--- src/logic/sdt_pkg.sv ---
// Package with the register map, field layout and timing constants of the SDRAM timing block
// Function
// - Count page hits, close page at maximum
// - Wait write close count after writes; reset 14
// - Wait read close count after reads; reset 15
// - Refresh each bank once per interval times 64
// - Zero interval disables refresh; 1-3 never programmed
// - Mask bit drives byte masks one cycle early
// - Bank-to-bank activate gap is 2 or 3
// - Precharge-to-activate gap is 2, 3, 4 or 5
// - Refresh logic alone enforces row active width
// - Write activate follows issue by programmed delay
package sdt_pkg;

  // ----------------------------------------
  // Register map
  // ----------------------------------------
  localparam int ADDR_W = 4;
  localparam logic [ADDR_W-1:0] TIMING_LO_ADDR = 4'h0;
  localparam logic [ADDR_W-1:0] TIMING_HI_ADDR = 4'h4;
  localparam logic [ADDR_W-1:0] STATUS_ADDR = 4'h8;
  localparam logic [1:0] RESP_OKAY = 2'h0;
  localparam logic [1:0] RESP_SLVERR = 2'h2;

  // ----------------------------------------
  // Field layout of memory_timing_config
  // ----------------------------------------
  localparam int MAX_HITS_LSB = 40;
  localparam int WR_WAIT_LSB = 36;
  localparam int RD_WAIT_LSB = 32;
  localparam int REF_LSB = 24;
  localparam int MASK_EARLY_BIT = 20;
  localparam int BANK_GAP_BIT = 16;
  localparam int PRE_GAP_LSB = 12;
  localparam int RAS_WIDTH_LSB = 8;
  localparam int ISSUE_DLY_LSB = 4;
  localparam logic [63:0] WRITABLE_MASK = 64'h0000_3fff_3f11_3377;

  // ----------------------------------------
  // Values after reset
  // ----------------------------------------
  localparam logic [3:0] WR_WAIT_RESET = 4'he;
  localparam logic [3:0] RD_WAIT_RESET = 4'hf;
  localparam logic [63:0] TIMING_RESET =
    {24'h0, WR_WAIT_RESET, RD_WAIT_RESET, 32'h0};

  // ----------------------------------------
  // Timing constants
  // ----------------------------------------
  localparam int REF_SCALE_SHIFT = 6;
  localparam int REF_CNT_W = 12;
  localparam logic [3:0] BANK_GAP_BASE = 4'h1;
  localparam logic [3:0] PRE_GAP_BASE = 4'h1;
  localparam logic [3:0] RAS_WIDTH_BASE = 4'h3;
  localparam int ROW_W = 13;

  // ----------------------------------------
  // SDRAM commands and controller states
  // ----------------------------------------
  typedef enum logic [2:0] {
    CMD_ACT = 3'h1,
    CMD_RD = 3'h2,
    CMD_WR = 3'h3,
    CMD_PRE = 3'h4,
    CMD_REF = 3'h5
  } sdt_cmd_t;

  typedef enum logic [6:0] {
    ST_IDLE = 7'h01,
    ST_PRE = 7'h02,
    ST_ACT = 7'h04,
    ST_XFER = 7'h08,
    ST_REF_PRE = 7'h10,
    ST_REF_BANK0 = 7'h20,
    ST_REF_BANK1 = 7'h40
  } sdt_state_t;

endpackage : sdt_pkg

--- src/logic/sdt_gap_timer.sv ---
// Down counter that reports when a loaded number of cycles has elapsed
`timescale 1ns/1ps
module sdt_gap_timer (
  // Clock and reset
  input wire logic core_clk,
  input wire logic rst,
  // Load
  input wire logic load,
  input wire logic [3:0] load_val,
  // Status
  output logic done
);
  logic [3:0] cnt_r;

  always_ff @(posedge core_clk) begin
    if (rst) begin
      cnt_r <= 4'h0;
    end else if (load) begin
      cnt_r <= load_val;
    end else if (cnt_r != 4'h0) begin
      cnt_r <= cnt_r - 4'h1;
    end
  end

  assign done = (cnt_r == 4'h0);
endmodule : sdt_gap_timer

--- src/logic/sdt_timing_ctrl.sv ---
// SDRAM command timing controller with its timing register on an AXI4-Lite slave
`timescale 1ns/1ps
module sdt_timing_ctrl (
  // Clock and reset
  input wire logic core_clk,
  input wire logic rst,
  // AXI4-Lite write address and data
  input wire logic [sdt_pkg::ADDR_W-1:0] s_axi_awaddr,
  input wire logic s_axi_awvalid,
  output logic s_axi_awready,
  input wire logic [31:0] s_axi_wdata,
  input wire logic [3:0] s_axi_wstrb,
  input wire logic s_axi_wvalid,
  output logic s_axi_wready,
  // AXI4-Lite write response
  output logic [1:0] s_axi_bresp,
  output logic s_axi_bvalid,
  input wire logic s_axi_bready,
  // AXI4-Lite read
  input wire logic [sdt_pkg::ADDR_W-1:0] s_axi_araddr,
  input wire logic s_axi_arvalid,
  output logic s_axi_arready,
  output logic [31:0] s_axi_rdata,
  output logic [1:0] s_axi_rresp,
  output logic s_axi_rvalid,
  input wire logic s_axi_rready,
  // Requests from the arbiter
  input wire logic req_valid,
  input wire logic req_write,
  input wire logic req_bank,
  input wire logic [sdt_pkg::ROW_W-1:0] req_row,
  output logic req_ready,
  // Byte masks from the data path
  input wire logic [1:0] mask_in,
  // SDRAM commands
  output logic cmd_valid,
  output logic [2:0] cmd_code,
  output logic cmd_bank,
  output logic [sdt_pkg::ROW_W-1:0] cmd_row,
  output logic [1:0] dqm
);
  // ----------------------------------------
  // Timing register and field decode
  // ----------------------------------------
  logic [63:0] cfg_r;
  logic [5:0] max_page_hits;
  logic [3:0] write_page_close_wait;
  logic [3:0] read_page_close_wait;
  logic [5:0] refresh_interval_div64;
  logic mask_early_by_one;
  logic bank_to_bank_activate_gap;
  logic [1:0] precharge_to_activate_gap;
  logic [1:0] row_active_min_width;
  logic [2:0] issue_to_row_activate_delay;
  logic [3:0] bank_gap_load;
  logic [3:0] pre_gap_load;
  logic [3:0] ras_width_load;

  assign max_page_hits = cfg_r[sdt_pkg::MAX_HITS_LSB +: 6];
  assign write_page_close_wait = cfg_r[sdt_pkg::WR_WAIT_LSB +: 4];
  assign read_page_close_wait = cfg_r[sdt_pkg::RD_WAIT_LSB +: 4];
  assign refresh_interval_div64 = cfg_r[sdt_pkg::REF_LSB +: 6];
  assign mask_early_by_one = cfg_r[sdt_pkg::MASK_EARLY_BIT];
  assign bank_to_bank_activate_gap = cfg_r[sdt_pkg::BANK_GAP_BIT];
  assign precharge_to_activate_gap = cfg_r[sdt_pkg::PRE_GAP_LSB +: 2];
  assign row_active_min_width = cfg_r[sdt_pkg::RAS_WIDTH_LSB +: 2];
  assign issue_to_row_activate_delay = cfg_r[sdt_pkg::ISSUE_DLY_LSB +: 3];
  assign bank_gap_load = sdt_pkg::BANK_GAP_BASE + {3'h0, bank_to_bank_activate_gap};
  assign pre_gap_load = sdt_pkg::PRE_GAP_BASE + {2'h0, precharge_to_activate_gap};
  assign ras_width_load = sdt_pkg::RAS_WIDTH_BASE + {2'h0, row_active_min_width};

  // ----------------------------------------
  // AXI4-Lite slave
  // ----------------------------------------
  logic aw_held_r;
  logic w_held_r;
  logic [sdt_pkg::ADDR_W-1:0] aw_addr_r;
  logic [31:0] w_data_r;
  logic [3:0] w_strb_r;
  logic bvalid_r;
  logic [1:0] bresp_r;
  logic rvalid_r;
  logic [31:0] rdata_r;
  logic [1:0] rresp_r;
  logic wr_fire;
  logic wr_lo;
  logic wr_hi;
  logic [31:0] wr_bmask;
  logic [63:0] cfg_nxt;
  logic rd_fire;
  logic [31:0] rd_mux;
  logic rd_ok;
  logic [31:0] status_word;

  assign s_axi_awready = !aw_held_r && !bvalid_r;
  assign s_axi_wready = !w_held_r && !bvalid_r;
  assign wr_fire = aw_held_r && w_held_r && !bvalid_r;
  assign wr_lo = wr_fire && (aw_addr_r == sdt_pkg::TIMING_LO_ADDR);
  assign wr_hi = wr_fire && (aw_addr_r == sdt_pkg::TIMING_HI_ADDR);
  assign wr_bmask = {{8{w_strb_r[3]}}, {8{w_strb_r[2]}}, {8{w_strb_r[1]}}, {8{w_strb_r[0]}}};
  assign cfg_nxt = wr_lo ? {cfg_r[63:32], (cfg_r[31:0] & ~wr_bmask) | (w_data_r & wr_bmask)} :
                   wr_hi ? {(cfg_r[63:32] & ~wr_bmask) | (w_data_r & wr_bmask), cfg_r[31:0]} :
                   cfg_r;
  assign s_axi_bvalid = bvalid_r;
  assign s_axi_bresp = bresp_r;

  assign s_axi_arready = !rvalid_r;
  assign rd_fire = s_axi_arvalid && !rvalid_r;
  assign rd_ok = (s_axi_araddr == sdt_pkg::TIMING_LO_ADDR) ||
                 (s_axi_araddr == sdt_pkg::TIMING_HI_ADDR) ||
                 (s_axi_araddr == sdt_pkg::STATUS_ADDR);
  assign rd_mux = (s_axi_araddr == sdt_pkg::TIMING_LO_ADDR) ? cfg_r[31:0] :
                  (s_axi_araddr == sdt_pkg::TIMING_HI_ADDR) ? cfg_r[63:32] :
                  (s_axi_araddr == sdt_pkg::STATUS_ADDR) ? status_word : 32'h0;
  assign s_axi_rvalid = rvalid_r;
  assign s_axi_rdata = rdata_r;
  assign s_axi_rresp = rresp_r;

  always_ff @(posedge core_clk) begin
    if (rst) begin
      aw_held_r <= 1'b0;
      w_held_r <= 1'b0;
      aw_addr_r <= '0;
      w_data_r <= 32'h0;
      w_strb_r <= 4'h0;
      bvalid_r <= 1'b0;
      bresp_r <= sdt_pkg::RESP_OKAY;
      cfg_r <= sdt_pkg::TIMING_RESET;
    end else begin
      if (s_axi_awvalid && s_axi_awready) begin
        aw_held_r <= 1'b1;
        aw_addr_r <= s_axi_awaddr;
      end
      if (s_axi_wvalid && s_axi_wready) begin
        w_held_r <= 1'b1;
        w_data_r <= s_axi_wdata;
        w_strb_r <= s_axi_wstrb;
      end
      if (wr_fire) begin
        aw_held_r <= 1'b0;
        w_held_r <= 1'b0;
        bvalid_r <= 1'b1;
        bresp_r <= (wr_lo || wr_hi || aw_addr_r == sdt_pkg::STATUS_ADDR) ?
                   sdt_pkg::RESP_OKAY : sdt_pkg::RESP_SLVERR;
      end else if (s_axi_bready) begin
        bvalid_r <= 1'b0;
      end
      cfg_r <= cfg_nxt & sdt_pkg::WRITABLE_MASK;
    end
  end

  always_ff @(posedge core_clk) begin
    if (rst) begin
      rvalid_r <= 1'b0;
      rdata_r <= 32'h0;
      rresp_r <= sdt_pkg::RESP_OKAY;
    end else if (rd_fire) begin
      rvalid_r <= 1'b1;
      rdata_r <= rd_mux;
      rresp_r <= rd_ok ? sdt_pkg::RESP_OKAY : sdt_pkg::RESP_SLVERR;
    end else if (s_axi_rready) begin
      rvalid_r <= 1'b0;
    end
  end

  // ----------------------------------------
  // Refresh interval counter
  // ----------------------------------------
  logic [sdt_pkg::REF_CNT_W-1:0] ref_cnt_r;
  logic [sdt_pkg::REF_CNT_W-1:0] ref_period;
  logic ref_enable;
  logic ref_tick;
  logic ref_pend_r;
  logic ref_done;

  assign ref_period = {refresh_interval_div64, 6'h0};
  assign ref_enable = (refresh_interval_div64 != 6'h0);
  assign ref_tick = ref_enable && (ref_cnt_r >= ref_period - 12'h1);

  always_ff @(posedge core_clk) begin
    if (rst || !ref_enable) begin
      ref_cnt_r <= '0;
      ref_pend_r <= 1'b0;
    end else begin
      ref_cnt_r <= ref_tick ? '0 : ref_cnt_r + 12'h1;
      ref_pend_r <= ref_tick || (ref_pend_r && !ref_done);
    end
  end

  // ----------------------------------------
  // Gap timers
  // ----------------------------------------
  sdt_pkg::sdt_state_t state_r;
  sdt_pkg::sdt_state_t state_nxt;
  logic issue_pre;
  logic issue_act;
  logic issue_ref;
  logic issue_xfer;
  logic cmd_bank_sel;
  logic [1:0] pre_done;
  logic [1:0] ras_done;
  logic [1:0] close_done;
  logic bank_gap_done;
  logic issue_dly_done;
  logic accept;
  logic tgt_write_r;

  genvar gb;
  generate
    for (gb = 0; gb < 2; gb++) begin : g_bank
      sdt_gap_timer u_pre_gap (
        .core_clk(core_clk),
        .rst(rst),
        .load(issue_pre && cmd_bank_sel == gb[0]),
        .load_val(pre_gap_load),
        .done(pre_done[gb])
      );
      sdt_gap_timer u_ras_width (
        .core_clk(core_clk),
        .rst(rst),
        .load(issue_ref && cmd_bank_sel == gb[0]),
        .load_val(ras_width_load),
        .done(ras_done[gb])
      );
      sdt_gap_timer u_close_wait (
        .core_clk(core_clk),
        .rst(rst),
        .load(issue_xfer && cmd_bank_sel == gb[0]),
        .load_val(tgt_write_r ? write_page_close_wait : read_page_close_wait),
        .done(close_done[gb])
      );
    end
  endgenerate

  sdt_gap_timer u_bank_gap (
    .core_clk(core_clk),
    .rst(rst),
    .load(issue_act || issue_ref),
    .load_val(bank_gap_load),
    .done(bank_gap_done)
  );

  sdt_gap_timer u_issue_dly (
    .core_clk(core_clk),
    .rst(rst),
    .load(accept),
    .load_val(req_write ? {1'b0, issue_to_row_activate_delay} : 4'h0),
    .done(issue_dly_done)
  );

  // ----------------------------------------
  // Bank state and command sequencing
  // ----------------------------------------
  logic [1:0] open_r;
  logic [1:0] close_pend_r;
  logic [sdt_pkg::ROW_W-1:0] row_r [2];
  logic [5:0] hits_r [2];
  logic tgt_bank_r;
  logic [sdt_pkg::ROW_W-1:0] tgt_row_r;
  logic [1:0] hit_limit;
  logic page_hit;
  logic auto_close;
  logic auto_bank;
  logic ref_pre_bank;

  assign hit_limit[0] = (hits_r[0] >= max_page_hits);
  assign hit_limit[1] = (hits_r[1] >= max_page_hits);
  assign req_ready = (state_r == sdt_pkg::ST_IDLE) && !ref_pend_r;
  assign accept = req_valid && req_ready;
  assign page_hit = open_r[req_bank] && (row_r[req_bank] == req_row) && !hit_limit[req_bank];
  assign auto_bank = (close_pend_r[0] && close_done[0]) ? 1'b0 : 1'b1;
  assign auto_close = (state_r == sdt_pkg::ST_IDLE) && !ref_pend_r && !req_valid &&
                      close_pend_r[auto_bank] && close_done[auto_bank];
  assign ref_pre_bank = open_r[0] ? 1'b0 : 1'b1;
  assign ref_done = (state_r == sdt_pkg::ST_REF_BANK1) && issue_ref;

  assign issue_pre = auto_close ||
    ((state_r == sdt_pkg::ST_PRE) && ras_done[tgt_bank_r]) ||
    ((state_r == sdt_pkg::ST_REF_PRE) && (open_r != 2'h0) && ras_done[ref_pre_bank]);
  assign issue_act = (state_r == sdt_pkg::ST_ACT) && issue_dly_done && bank_gap_done &&
                     pre_done[tgt_bank_r];
  assign issue_xfer = (state_r == sdt_pkg::ST_XFER);
  assign issue_ref = ((state_r == sdt_pkg::ST_REF_BANK0) && pre_done[0] && bank_gap_done) ||
                     ((state_r == sdt_pkg::ST_REF_BANK1) && pre_done[1] && bank_gap_done);
  assign cmd_bank_sel = auto_close ? auto_bank :
                        (state_r == sdt_pkg::ST_REF_PRE) ? ref_pre_bank :
                        (state_r == sdt_pkg::ST_REF_BANK0) ? 1'b0 :
                        (state_r == sdt_pkg::ST_REF_BANK1) ? 1'b1 : tgt_bank_r;

  always_comb begin
    state_nxt = state_r;
    unique case (state_r)
      sdt_pkg::ST_IDLE: begin
        if (ref_pend_r) begin
          state_nxt = sdt_pkg::ST_REF_PRE;
        end else if (accept) begin
          state_nxt = page_hit ? sdt_pkg::ST_XFER :
                      open_r[req_bank] ? sdt_pkg::ST_PRE : sdt_pkg::ST_ACT;
        end
      end
      sdt_pkg::ST_PRE: state_nxt = issue_pre ? sdt_pkg::ST_ACT : state_r;
      sdt_pkg::ST_ACT: state_nxt = issue_act ? sdt_pkg::ST_XFER : state_r;
      sdt_pkg::ST_XFER: state_nxt = sdt_pkg::ST_IDLE;
      sdt_pkg::ST_REF_PRE: state_nxt = (open_r == 2'h0) ? sdt_pkg::ST_REF_BANK0 : state_r;
      sdt_pkg::ST_REF_BANK0: state_nxt = issue_ref ? sdt_pkg::ST_REF_BANK1 : state_r;
      sdt_pkg::ST_REF_BANK1: state_nxt = issue_ref ? sdt_pkg::ST_IDLE : state_r;
      default: state_nxt = sdt_pkg::ST_IDLE;
    endcase
  end

  always_ff @(posedge core_clk) begin
    if (rst) begin
      state_r <= sdt_pkg::ST_IDLE;
      tgt_bank_r <= 1'b0;
      tgt_write_r <= 1'b0;
      tgt_row_r <= '0;
    end else begin
      state_r <= state_nxt;
      if (accept) begin
        tgt_bank_r <= req_bank;
        tgt_write_r <= req_write;
        tgt_row_r <= req_row;
      end
    end
  end

  genvar bk;
  generate
    for (bk = 0; bk < 2; bk++) begin : g_page
      always_ff @(posedge core_clk) begin
        if (rst) begin
          open_r[bk] <= 1'b0;
          close_pend_r[bk] <= 1'b0;
          row_r[bk] <= '0;
          hits_r[bk] <= 6'h0;
        end else if (cmd_bank_sel == bk[0]) begin
          if (issue_pre) begin
            open_r[bk] <= 1'b0;
            close_pend_r[bk] <= 1'b0;
          end else if (issue_act) begin
            open_r[bk] <= 1'b1;
            row_r[bk] <= tgt_row_r;
            hits_r[bk] <= 6'h0;
          end else if (issue_xfer) begin
            close_pend_r[bk] <= 1'b1;
            hits_r[bk] <= (hits_r[bk] == 6'h3f) ? hits_r[bk] : hits_r[bk] + 6'h1;
          end
        end
      end
    end
  endgenerate

  // ----------------------------------------
  // Command and mask outputs
  // ----------------------------------------
  logic cmd_valid_r;
  logic [2:0] cmd_code_r;
  logic cmd_bank_r;
  logic [sdt_pkg::ROW_W-1:0] cmd_row_r;
  logic [1:0] mask_stage_r;
  logic [1:0] dqm_r;
  logic [2:0] cmd_code_nxt;

  assign cmd_code_nxt = issue_pre ? sdt_pkg::CMD_PRE :
                        issue_act ? sdt_pkg::CMD_ACT :
                        issue_ref ? sdt_pkg::CMD_REF :
                        tgt_write_r ? sdt_pkg::CMD_WR : sdt_pkg::CMD_RD;

  always_ff @(posedge core_clk) begin
    if (rst) begin
      cmd_valid_r <= 1'b0;
      cmd_code_r <= 3'h0;
      cmd_bank_r <= 1'b0;
      cmd_row_r <= '0;
      mask_stage_r <= 2'h0;
      dqm_r <= 2'h0;
    end else begin
      cmd_valid_r <= issue_pre || issue_act || issue_ref || issue_xfer;
      cmd_code_r <= cmd_code_nxt;
      cmd_bank_r <= cmd_bank_sel;
      cmd_row_r <= tgt_row_r;
      mask_stage_r <= mask_in;
      dqm_r <= mask_early_by_one ? mask_in : mask_stage_r;
    end
  end

  assign cmd_valid = cmd_valid_r;
  assign cmd_code = cmd_code_r;
  assign cmd_bank = cmd_bank_r;
  assign cmd_row = cmd_row_r;
  assign dqm = dqm_r;
  assign status_word = {20'h0, ref_pend_r, close_pend_r, open_r, state_r};
endmodule : sdt_timing_ctrl

--- config.mk ---
export PLATFORM = sky130hd
export DESIGN_NAME = sdt_timing_ctrl
export DESIGN_NICKNAME = d
export VERILOG_FILES = /design/src/logic/sdt_pkg.sv /design/src/logic/sdt_gap_timer.sv /design/src/logic/sdt_timing_ctrl.sv
export SDC_FILE = /design/constraint.sdc
export NUM_CORES = 1
export LEC_CHECK = 0
export BUFFER_PORTS_ARGS = -buffer_cell sky130_fd_sc_hd__buf_2
export CAP_MARGIN = 20
export CORE_AREA = 4 4 191 193
export CTS_CLUSTER_DIAMETER = 200
export DETAILED_ROUTE_END_ITERATION = 7
export DIE_AREA = 0 0 195 197
export HOLD_SLACK_MARGIN = 0.05
export PLACE_DENSITY = 0.55
export SLEW_MARGIN = 25
export SYNTH_ARGS = -nofsm -noshare
export SYNTH_HDL_FRONTEND = slang
export SYNTH_HIERARCHICAL = 1
export SYNTH_SLANG_ARGS = --single-unit
--- constraint.sdc ---
create_clock -name core_clk -period 7.7 [get_ports core_clk]
set_clock_uncertainty 0.1 [all_clocks]
set_input_delay 0.385 -clock core_clk [delete_from_list [all_inputs] [get_ports core_clk]]
set_output_delay 0.385 -clock core_clk [all_outputs]
set_load 0.03 [all_outputs]
==> results_dict.tcl, run 1 <==
set metrics [dict create \
    viasPerCell 4.63 \
    grt_pass1_wl_um 42100 \
    numCtsBuffers 25 \
    rsz0062_at_grt "no" \
    cts_resized 0 \
    synth_edf_count 38 \
    grt_usage 0.132 \
    worst_slew_pin_slew_ns 1.03 \
    drv_slew 0 \
    crit_slowest_cell "or4_4" \
    dp_hpwl_um 18400 \
    hold_path_class "in -> reg" \
    critPathRequiredTime_ns 7.76 \
    seq_area_sq_mm 0.00480 \
    status "finished, final reports clean" \
    ys.flop_type "dfxtp_1" \
    relSlewSlack 0.315 \
    ir_drop_mv 0.187 \
    crit_type "reg -> reg" \
    critPathLaunchType "register" \
    drv_cap 0 \
    yosys-top-cells-count "dfxtp_1, nand2_1, nor2_1, a21oi_1, inv_1" \
    avgRoutedWirePerCell_um 15.0 \
    vias 8074 \
    cp.arrival_ns 3.16 \
    drive_above_1_share 0.172 \
    ys_ff_latch 221 \
    multi_input_area_sq_mm 0.00511 \
    fillCellCount 3575 \
    fin_crit_sh 0.402 \
    grt_max_degree 99 \
    die_h_um 197 \
    synth.avg_cell_area_sq_um 9.24 \
    drtIter0Drc 435 \
    clock_sinks 221 \
    ctsHtreeMaxLevel 1 \
    gp_congestion 0.793 \
    power_density_mw_per_mm2 276 \
    path_cells "or4_4 > o31ai_4 > o31ai_2 > o32ai_4 > nand2_4 > nand2_1" \
    reg2regPathDepth 6 \
    hold_violations 0 \
    cts.path.max_buffers 3 \
    syn_area_sq_mm 0.0103 \
    synthDistinctLibCells 68 \
    yosysSeqAreaShare 0.466 \
    core_sq_mm 0.0345 \
    cts_tree "built" \
    rows 68 \
    dp_cells 1647 \
    setup_tns_ns 0 \
    grt_antenna_before_repair 0 \
    cts_root_buf "clkbuf_16" \
    synth.most_common_cell "dfxtp_1" \
    synth_warnings 6 \
    hold_depth 3 \
    worstSetupEndpointType "register" \
    fin_nets 1369 \
    yosys.area.top_type "dfxtp_1" \
    antenna_cells 0 \
    die-area_sq_mm 0.0384 \
    insertion_delay_ns 0.54 \
    async_reset_ff_frac 0 \
    drt-total-wl_um 26200 \
    grt.overflow.total 0 \
    fmax_mhz 323 \
    worstPathMaxFanout 15 \
    clkTransAtPathRegs_ns 0.06 \
    synthTopCellsByArea "dfxtp_1, edfxtp_1, nand2_1, mux2i_1, ha_1" \
    start_util 0.299 \
    io_buffers 108 \
    grt_pass1_vias 7882 \
    drtAntennaViolNets 0 \
    io_pins 131 \
    slowest_delay_ns 0.63 \
    leakagePower_nw 5.09 \
    final_cells 1742 \
    synthCells 1116 \
    die_w_um 195 \
    route.detailed.drc 0 \
    setup_viol 0 \
    min_period_ns 3.10 \
    synth_top_cell_area_share 0.355 \
    area_delta_synth_final_pct 22.0 \
    firstDrtPassIters 4 \
]
## stage by stage
step / hold slack [ns] / instance area (sq um) / power [mW] / utilization / setup WS [ns]
detailed placement: 0.347 / 11300 / 2.28 / 0.326 / 4.63
finish: 0.146 / 12600 / 3.47 / 0.364 / 4.60
global route: 0.126 / 12600 / 3.67 / 0.364 / 4.37
global placement: 0.341 / 11300 / 2.27 / 0.326 / 4.66
floorplan: 0.326 / 10400 / 2.09 / - / 5.15
CTS: 0.116 / 12600 / 3.52 / 0.364 / 4.59
## critical path: cells and delay by family (launching register included)
kind | cells | cell delay [ns]
AOI/OAI and AO/OA | 3 | 0.65
DFF | 1 | 0.40
and+or+nand+nor | 3 | 1.55
## sequential cells by signal, summed over array words and instances (netlist names), 7 cells and up, named ones only
signal                     count
ref_cnt_r                     12
hits_r                        12
g_bank.u_ras_width/cnt_r       8
g_bank.u_close_wait/cnt_r      8
cfg_r                         18
tgt_row_r                     13
w_data_r                      22
cmd_row                       13
s_axi_rdata                   22
state_r                        7
g_bank.u_pre_gap/cnt_r         8
row_r                         26
## per-layer routing
| layer | share of wire | track usage | vias to the layer above |
|---|---|---|---|
| li1 | - | - | 4130 |
| met1 | 0.48 | 0.179 | 3789 |
| met2 | 0.47 | 0.223 | 121 |
| met3 | 0.033 | 0.0174 | 34 |
| met4 | 0.020 | 0.0336 | 0 |
| met5 | 0 | 0 | - |
## layout by cell type (no fill, tap or decap), types with 6 or more instances in the layout
cell type | netlist | layout
a21o_1 | 7 | 7
a21oi_1 | 79 | 79
a22oi_1 | 21 | 21
and2_1 | 7 | 7
and3_1 | 10 | 10
and3b_2 | 8 | 8
buf_2 | 2 | 107
buf_4 | 12 | 6
clkbuf_16 | 0 | 25
conb_1 | 1 | 19
dfxtp_1 | 183 | 183
dlygate4sd3_1 | 0 | 49
edfxtp_1 | 38 | 38
ha_1 | 32 | 32
inv_1 | 52 | 52
mux2_2 | 12 | 12
mux2i_1 | 48 | 48
nand2_1 | 180 | 180
nand2b_1 | 7 | 7
nand3_1 | 31 | 31
nor2_1 | 102 | 102
nor2_4 | 9 | 9
nor2b_1 | 27 | 27
nor3_1 | 26 | 26
nor3_2 | 8 | 8
nor3b_4 | 9 | 9
o21ai_0 | 22 | 22
o22ai_1 | 16 | 16
o32ai_1 | 8 | 8
or2_2 | 8 | 8
xnor2_1 | 41 | 41
xor2_1 | 12 | 12
## final cells by class
cell class              instances  share of cell area
multi-input cells             806               0.406
clock buffers                  33              0.0553
clock inverters                13              0.0109
inverters                      52              0.0155
well taps                     455              0.0452
repair buffers                162              0.0851
flip-flops and latches        221               0.382
## timing repair
action                                  in CTS  in global routing
endpoints found under the setup margin       0                  0
buffers inserted                             0                  0
endpoints found under the hold margin       50                  0
hold buffers                                49                  0
## worst paths after layout
path,startpoint,end,slack (ns)
hold / removal,s_axi_araddr[3],s_axi_rresp[1],0.15
setup reg to reg,state_r[0],row_r[0][3],4.60
setup / recovery,state_r[0],row_r[0][3],4.60
hold reg to reg,w_data_r[3],w_data_r[3],0.35
## power breakdown
part           total, mW  switching [mW]  leakage, nW  internal, mW
registers           1.40           0.106         1.88          1.30
clock network       1.20           0.491        0.401         0.707
logic              0.872           0.462         2.80         0.410
## cell families (layout without fill, tap and decap cells)
group | Yosys count | in the layout | share of synthesized area
simple gates | 460 | 460 | 0.232
flops | 221 | 221 | 0.466
compound gates | 182 | 182 | 0.113
buf+inv | 107 | 260 | 0.0454
mux | 60 | 60 | 0.0597
xor+xnor | 53 | 53 | 0.0450
fa+ha+maj | 32 | 32 | 0.0388
other cells | 1 | 19 | 0.000364
Note: power is estimated with default switching activity, not from simulation.
==> inputs of run 2 (changes only) <==
--- a/config.mk
+++ b/config.mk
@@ -12,7 +12,7 @@
 export DETAILED_ROUTE_END_ITERATION = 7
 export DIE_AREA = 0 0 195 197
 export HOLD_SLACK_MARGIN = 0.05
-export PLACE_DENSITY = 0.55
+export PLACE_DENSITY = 0.57
 export SLEW_MARGIN = 25
 export SYNTH_ARGS = -nofsm -noshare
 export SYNTH_HDL_FRONTEND = slang
==> constraint.sdc (replaced) <==
create_clock -name core_clk -period 2.8 [get_ports core_clk]
set_clock_uncertainty 0.1 [all_clocks]
set_input_delay 0.14 -clock core_clk [delete_from_list [all_inputs] [get_ports core_clk]]
set_output_delay 0.14 -clock core_clk [all_outputs]
set_load 0.03 [all_outputs]
==> run 2 against run 1 <==
  * Sequential power rose to 2.8 times the previous value
  * Combinational power rose to 2.9 times the previous value
  * First-iteration DRC count down 9.7%
  * Setup slack worse by 4.4 ns
  * Sequential share of layout area down 0.87 points
  * Global-route usage up 0.32 points
  * Non-clock buffer count up 41
  * Critical path type unchanged
  * Utilization up 0.85 points
  * Flip-flop and latch count unchanged
  * Highest routed layer unchanged
  * Die area unchanged
  * Cell count up 2.2%
==> results_dict.tcl, run 2 (synthesis gave the netlist of run 1 again) <==
set metrics [dict create \
    status "finished, final reports clean" \
    core_sq_mm 0.0345 \
    crit_type "reg -> reg" \
    min_period_ns 2.63 \
    largest_register_ffs 26 \
    fin_nets 1410 \
    cp.arrival_ns 2.75 \
    setup_viol 0 \
    vias 8355 \
    worstSetupEndpointType "register" \
    final_cell_mix "dfxtp_1, nand2_1, buf_2" \
    drtAntennaViolNets 0 \
    antenna_cells 0 \
    viasPerCell 4.69 \
    drive_above_1_share 0.187 \
    worst_slew_pin_slew_ns 0.878 \
    cts_tree "built" \
    numCtsBuffers 25 \
    final_cells 1781 \
    firstDrtPassIters 5 \
    grt_usage 0.135 \
    rows 68 \
    die-area_sq_mm 0.0384 \
    worstPathMaxFanout 13 \
    ctsHtreeMaxLevel 1 \
    route.detailed.drc 0 \
    fin_crit_sh 0.938 \
    ff2ff_setup_slack_ns 0.17 \
    cts_resized 0 \
    dp_hpwl_um 19000 \
    area_delta_synth_final_pct 24.8 \
    largest_register "row_r" \
    cts_root_buf "clkbuf_16" \
    ir_drop_mv 0.397 \
    whs_ns 0.131 \
    drv_cap 0 \
    die_w_um 195 \
    clock_sinks 221 \
    leakagePower_nw 5.25 \
    drv_slew 0 \
    start_util 0.299 \
    gp_congestion 0.834 \
    drt-total-wl_um 26800 \
    grt.overflow.total 0 \
    fmax_mhz 381 \
    grt_pass1_wl_um 43200 \
    dp_cells 1673 \
    insertion_delay_ns 0.54 \
    power_density_mw_per_mm2 742 \
    grt_max_degree 83 \
    io_buffers 108 \
    critPathRequiredTime_ns 2.92 \
    drtIter0Drc 393 \
    hold_violations 0 \
    clkTransAtPathRegs_ns 0.06 \
    die_h_um 197 \
    layout.cells.most_common "dfxtp_1" \
    critPathLaunchType "register" \
    cts.path.max_buffers 3 \
    avgRoutedWirePerCell_um 15.1 \
    rsz0062_at_grt "no" \
    hold_path_class "in -> reg" \
    relSlewSlack 0.413 \
    setup_tns_ns 0 \
    grt_antenna_before_repair 0 \
    grt_pass1_vias 8290 \
    fin_util 0.373 \
    io_pins 131 \
]
[run 2: changes by cell type in the layout (fill, tap and decap cells not counted), sizes merged]
cell,previous run,this run
clkinvlp,3,2
inv,53,54
bufinv,2,0
clkbuf,33,37
clkinv,7,3
dlygate4sd3,49,61
buf,113,142
[run 2: layout make-up]
class                      instances  area [sq um]
clock buffer                      37           731
clock inverter                     7          57.6
fill                            3562         21700
inverter                          52           195
multi-input combinational        806          5110
sequential                       221          4800
tap                              455           569
timing repair buffer             203          1410
[run 2: path summary, 6_finish.rpt]
| kind | from | endpoint | cells past startpoint |
|---|---|---|---|
| worst max-delay path | state_r[0] | row_r[0][7] | 8 |
| worst max register to register | state_r[0] | row_r[0][7] | 8 |
| worst min register to register | tgt_row_r[3] | tgt_row_r[3] | 2 |
| worst min-delay path | s_axi_wvalid | w_data_r[20] | 5 |
[run 2: worst max-delay path, cell delays in order, from the launching register on]
cell and delay, ns:
dfxtp_1 0.40, or4_4 0.62, o31ai_4 0.28, o31ai_2 0.14
o32ai_4 0.21, buf_4 0.19, nand2_4 0.05, nand2_1 0.08
buf_4 0.23
[run 2: timing repair]
item / CTS / global route
hold buffers: 61 / 0
endpoints found under the setup margin: 0 / 2
setup buffers: 0 / 3
hold endpoints to repair: 88 / 0
[run 2: per-stage QoR]
step / instance area, sq um / power [mW] / setup WS, ns
5_1_grt: 12900 / 10.1 / 0.0406
2_1_floorplan: 10400 / 5.76 / 0.249
3_3_place_gp: 11500 / 6.32 / 0.212
6_report: 12900 / 9.55 / 0.175
4_1_cts: 12900 / 9.64 / 0.143
3_5_place_dp: 11500 / 6.38 / 0.178
[run 2: where the power goes]
group	internal, mW	switching (mW)
clock	1.81	1.33
combinational	1.23	1.32
sequential	3.56	0.287
[run 2: per-layer routing]
layer	wire length, um	vias up	part of all wire	GRT usage
met1	12700	3960	0.47	0.182
met3	786	42	0.029	0.0154
met2	12700	148	0.47	0.228
met5	0	-	0	0
li1	-	4205	-	-
met4	618	0	0.023	0.0424
==> inputs of run 3 (changes only) <==
==> constraint.sdc (replaced) <==
create_clock -name core_clk -period 2.22 [get_ports core_clk]
set_clock_uncertainty 0.1 [all_clocks]
set_input_delay 0.111 -clock core_clk [delete_from_list [all_inputs] [get_ports core_clk]]
set_output_delay 0.111 -clock core_clk [all_outputs]
set_load 0.03 [all_outputs]
==> run 3 against run 2 <==
  * The run now ends with negative setup slack left
  * First-iteration DRC count is 1.5% lower
  * Utilization is 6.0 points higher
  * Global-route usage is 1.4 points higher
  * Clock power is 37% higher
  * Critical path depth stayed put
  * Routed wire length is 12% higher
  * Combinational power is 84% higher
  * Hold slack better by 0.024 ns
  * Maximum frequency is 11% higher
  * Non-clock buffer count is 160 higher
  * Sequential power is 26% higher
  * Critical path type unchanged
==> results_dict.tcl, run 3 (synthesis gave the netlist of run 1 again) <==
set metrics [dict create \
    io_pins 131 \
    drtIter0Drc 387 \
    clkTransAtPathRegs_ns 0.06 \
    die_w_um 195 \
    io_buffers 108 \
    grt.overflow.total 0 \
    min_to "s_axi_rdata[8]" \
    vias 9130 \
    route.detailed.drc 0 \
    final_cell_mix "nand2_1, dfxtp_1, buf_4" \
    worstPathMaxFanout 6 \
    dp_cells 1772 \
    insertion_delay_ns 0.55 \
    critPathRequiredTime_ns 2.42 \
    rows 68 \
    drt-total-wl_um 29900 \
    avgRoutedWirePerCell_um 15.4 \
    layout.cells.most_common "nand2_1" \
    viasPerCell 4.70 \
    hold_start "s_axi_araddr[2]" \
    largest_register "row_r" \
    cts_tree "built" \
    gp_congestion 0.823 \
    cts.path.max_buffers 3 \
    critPathLaunchType "register" \
    rsz0062_at_grt "yes" \
    gr-usage-met1 0.191 \
    placed_area_sq_mm 0.0124 \
    regToRegStartpoint "state_r[3]" \
    critPathLaunch "state_r[3]" \
    largest_register_ffs 26 \
    min_period_ns 2.37 \
    use_met2 0.254 \
    cts_root_buf "clkbuf_16" \
    power_density_mw_per_mm2 927 \
    antenna_cells 0 \
    ctsHtreeMaxLevel 1 \
    clock_sinks 221 \
    violations "negative setup slack" \
    drv_slew 0 \
    grt_pass1_wl_um 47300 \
    ff2ff_setup_slack_ns -0.15 \
    final_cells 1942 \
    hold_path_class "in -> reg" \
    cp.arrival_ns 2.57 \
    hold_violations 0 \
    met3_usage 0.0203 \
    crit_type "reg -> reg" \
    dp_hpwl_um 20500 \
    relSlewSlack 0.403 \
    design_area_sq_mm 0.0150 \
    die_h_um 197 \
    die-area_sq_mm 0.0384 \
    fin_nets 1570 \
    grt_usage 0.149 \
    leakagePower_nw 6.27 \
    numCtsBuffers 25 \
    start_util 0.299 \
    drtAntennaViolNets 0 \
    drv_cap 0 \
    reg2regPathDepth 8 \
    status "complete, but fails checks" \
    r2r-end "hits_r[1][5]" \
    grt_antenna_before_repair 0 \
    busiest_layer "met2" \
    grt_pass1_vias 9148 \
    fmax_mhz 422 \
    hold_depth 5 \
    final.setup.worst_slack_ns -0.150 \
    worst_slew_pin_slew_ns 0.889 \
    core_sq_mm 0.0345 \
    firstDrtPassIters 5 \
    setup_viol 80 \
    area_delta_synth_final_pct 45.0 \
    worstSetupEndpointType "register" \
    ir_drop_mv 0.555 \
    fin_crit_sh 1.07 \
    grt_max_degree 83 \
    drive_above_1_share 0.325 \
]
## run 3: cell types whose count changed in the layout (fill, tap and decap cells not counted), moves of 14 or more
cell           before  now
buf_6               0   26
nor2_2              0   17
dfxtp_1           183  166
buf_4              35  132
nor2_1            102   74
dlygate4sd3_1      61   91
dfxtp_2             0   14
## run 3: where the power goes
part           total, mW  internal [mW]  leakage (nW)  switching [mW]
clock               4.31           2.58         0.421            1.73
sequential          4.86           4.51          1.89           0.350
combinational       4.70           2.54          3.96            2.15
## run 3: metrics by stage
stage	util	total power [mW]	worst slack [ns]	TNS, ns	hold WS (ns)
floorplan	-	7.34	-0.137	-2.44	0.0903
global placement	0.358	8.77	-0.117	-3.21	0.195
detailed placement	0.358	8.84	-0.156	-5.23	0.204
CTS	0.420	13.6	-0.141	-4.95	0.134
global route	0.433	14.6	-0.223	-12.92	0.218
finish	0.433	13.9	-0.150	-5.65	0.154
## run 3: metal layers
layer  routed length, um  part of all wire  vias to the layer above
met2               14400              0.48                      169
met4                1140             0.038                        0
met5                   0                 0                        -
met1               13300              0.44                     4358
li1                    -                 -                     4529
met3                1090             0.036                       74
## run 3: worst max-delay path by stage
stage / to / slack, ns / cells after the start
after global placement: hits_r[1][1] / -0.12 / 8
after floorplan: hits_r[1][0] / -0.14 / 8
final: hits_r[1][5] / -0.15 / 8
after detailed placement: g_bank[0].u_pre_gap/cnt_r[3] / -0.16 / 9
after CTS: hits_r[1][5] / -0.14 / 8
after global routing: hits_r[1][5] / -0.22 / 8
## run 3: critical path, stage by stage, from the launching register on
cell and delay, ns:
dfxtp_2 0.32, or4_4 0.58, o31ai_4 0.24, o31ai_4 0.13
o32a_4 0.23, buf_12 0.15, nand2_8 0.09, o211ai_1 0.09
buf_4 0.19
## run 3: timing repair
item,4_1_cts,5_1_grt
setup endpoints to repair,103,144
gates resized for setup,61,96
endpoints found under the hold margin,95,0
hold buffers,91,0
pin swaps,40,38
cloned,1,0
setup buffers,21,16
## run 3: cell type report
type | count | area, sq um
well taps | 455 | 569
fillers | 3375 | 19600
repair buffers | 363 | 2860
flip-flops and latches | 221 | 4830
inverters | 52 | 198
clock buffers | 33 | 696
clock inverters | 12 | 163
multi-input cells | 806 | 5640
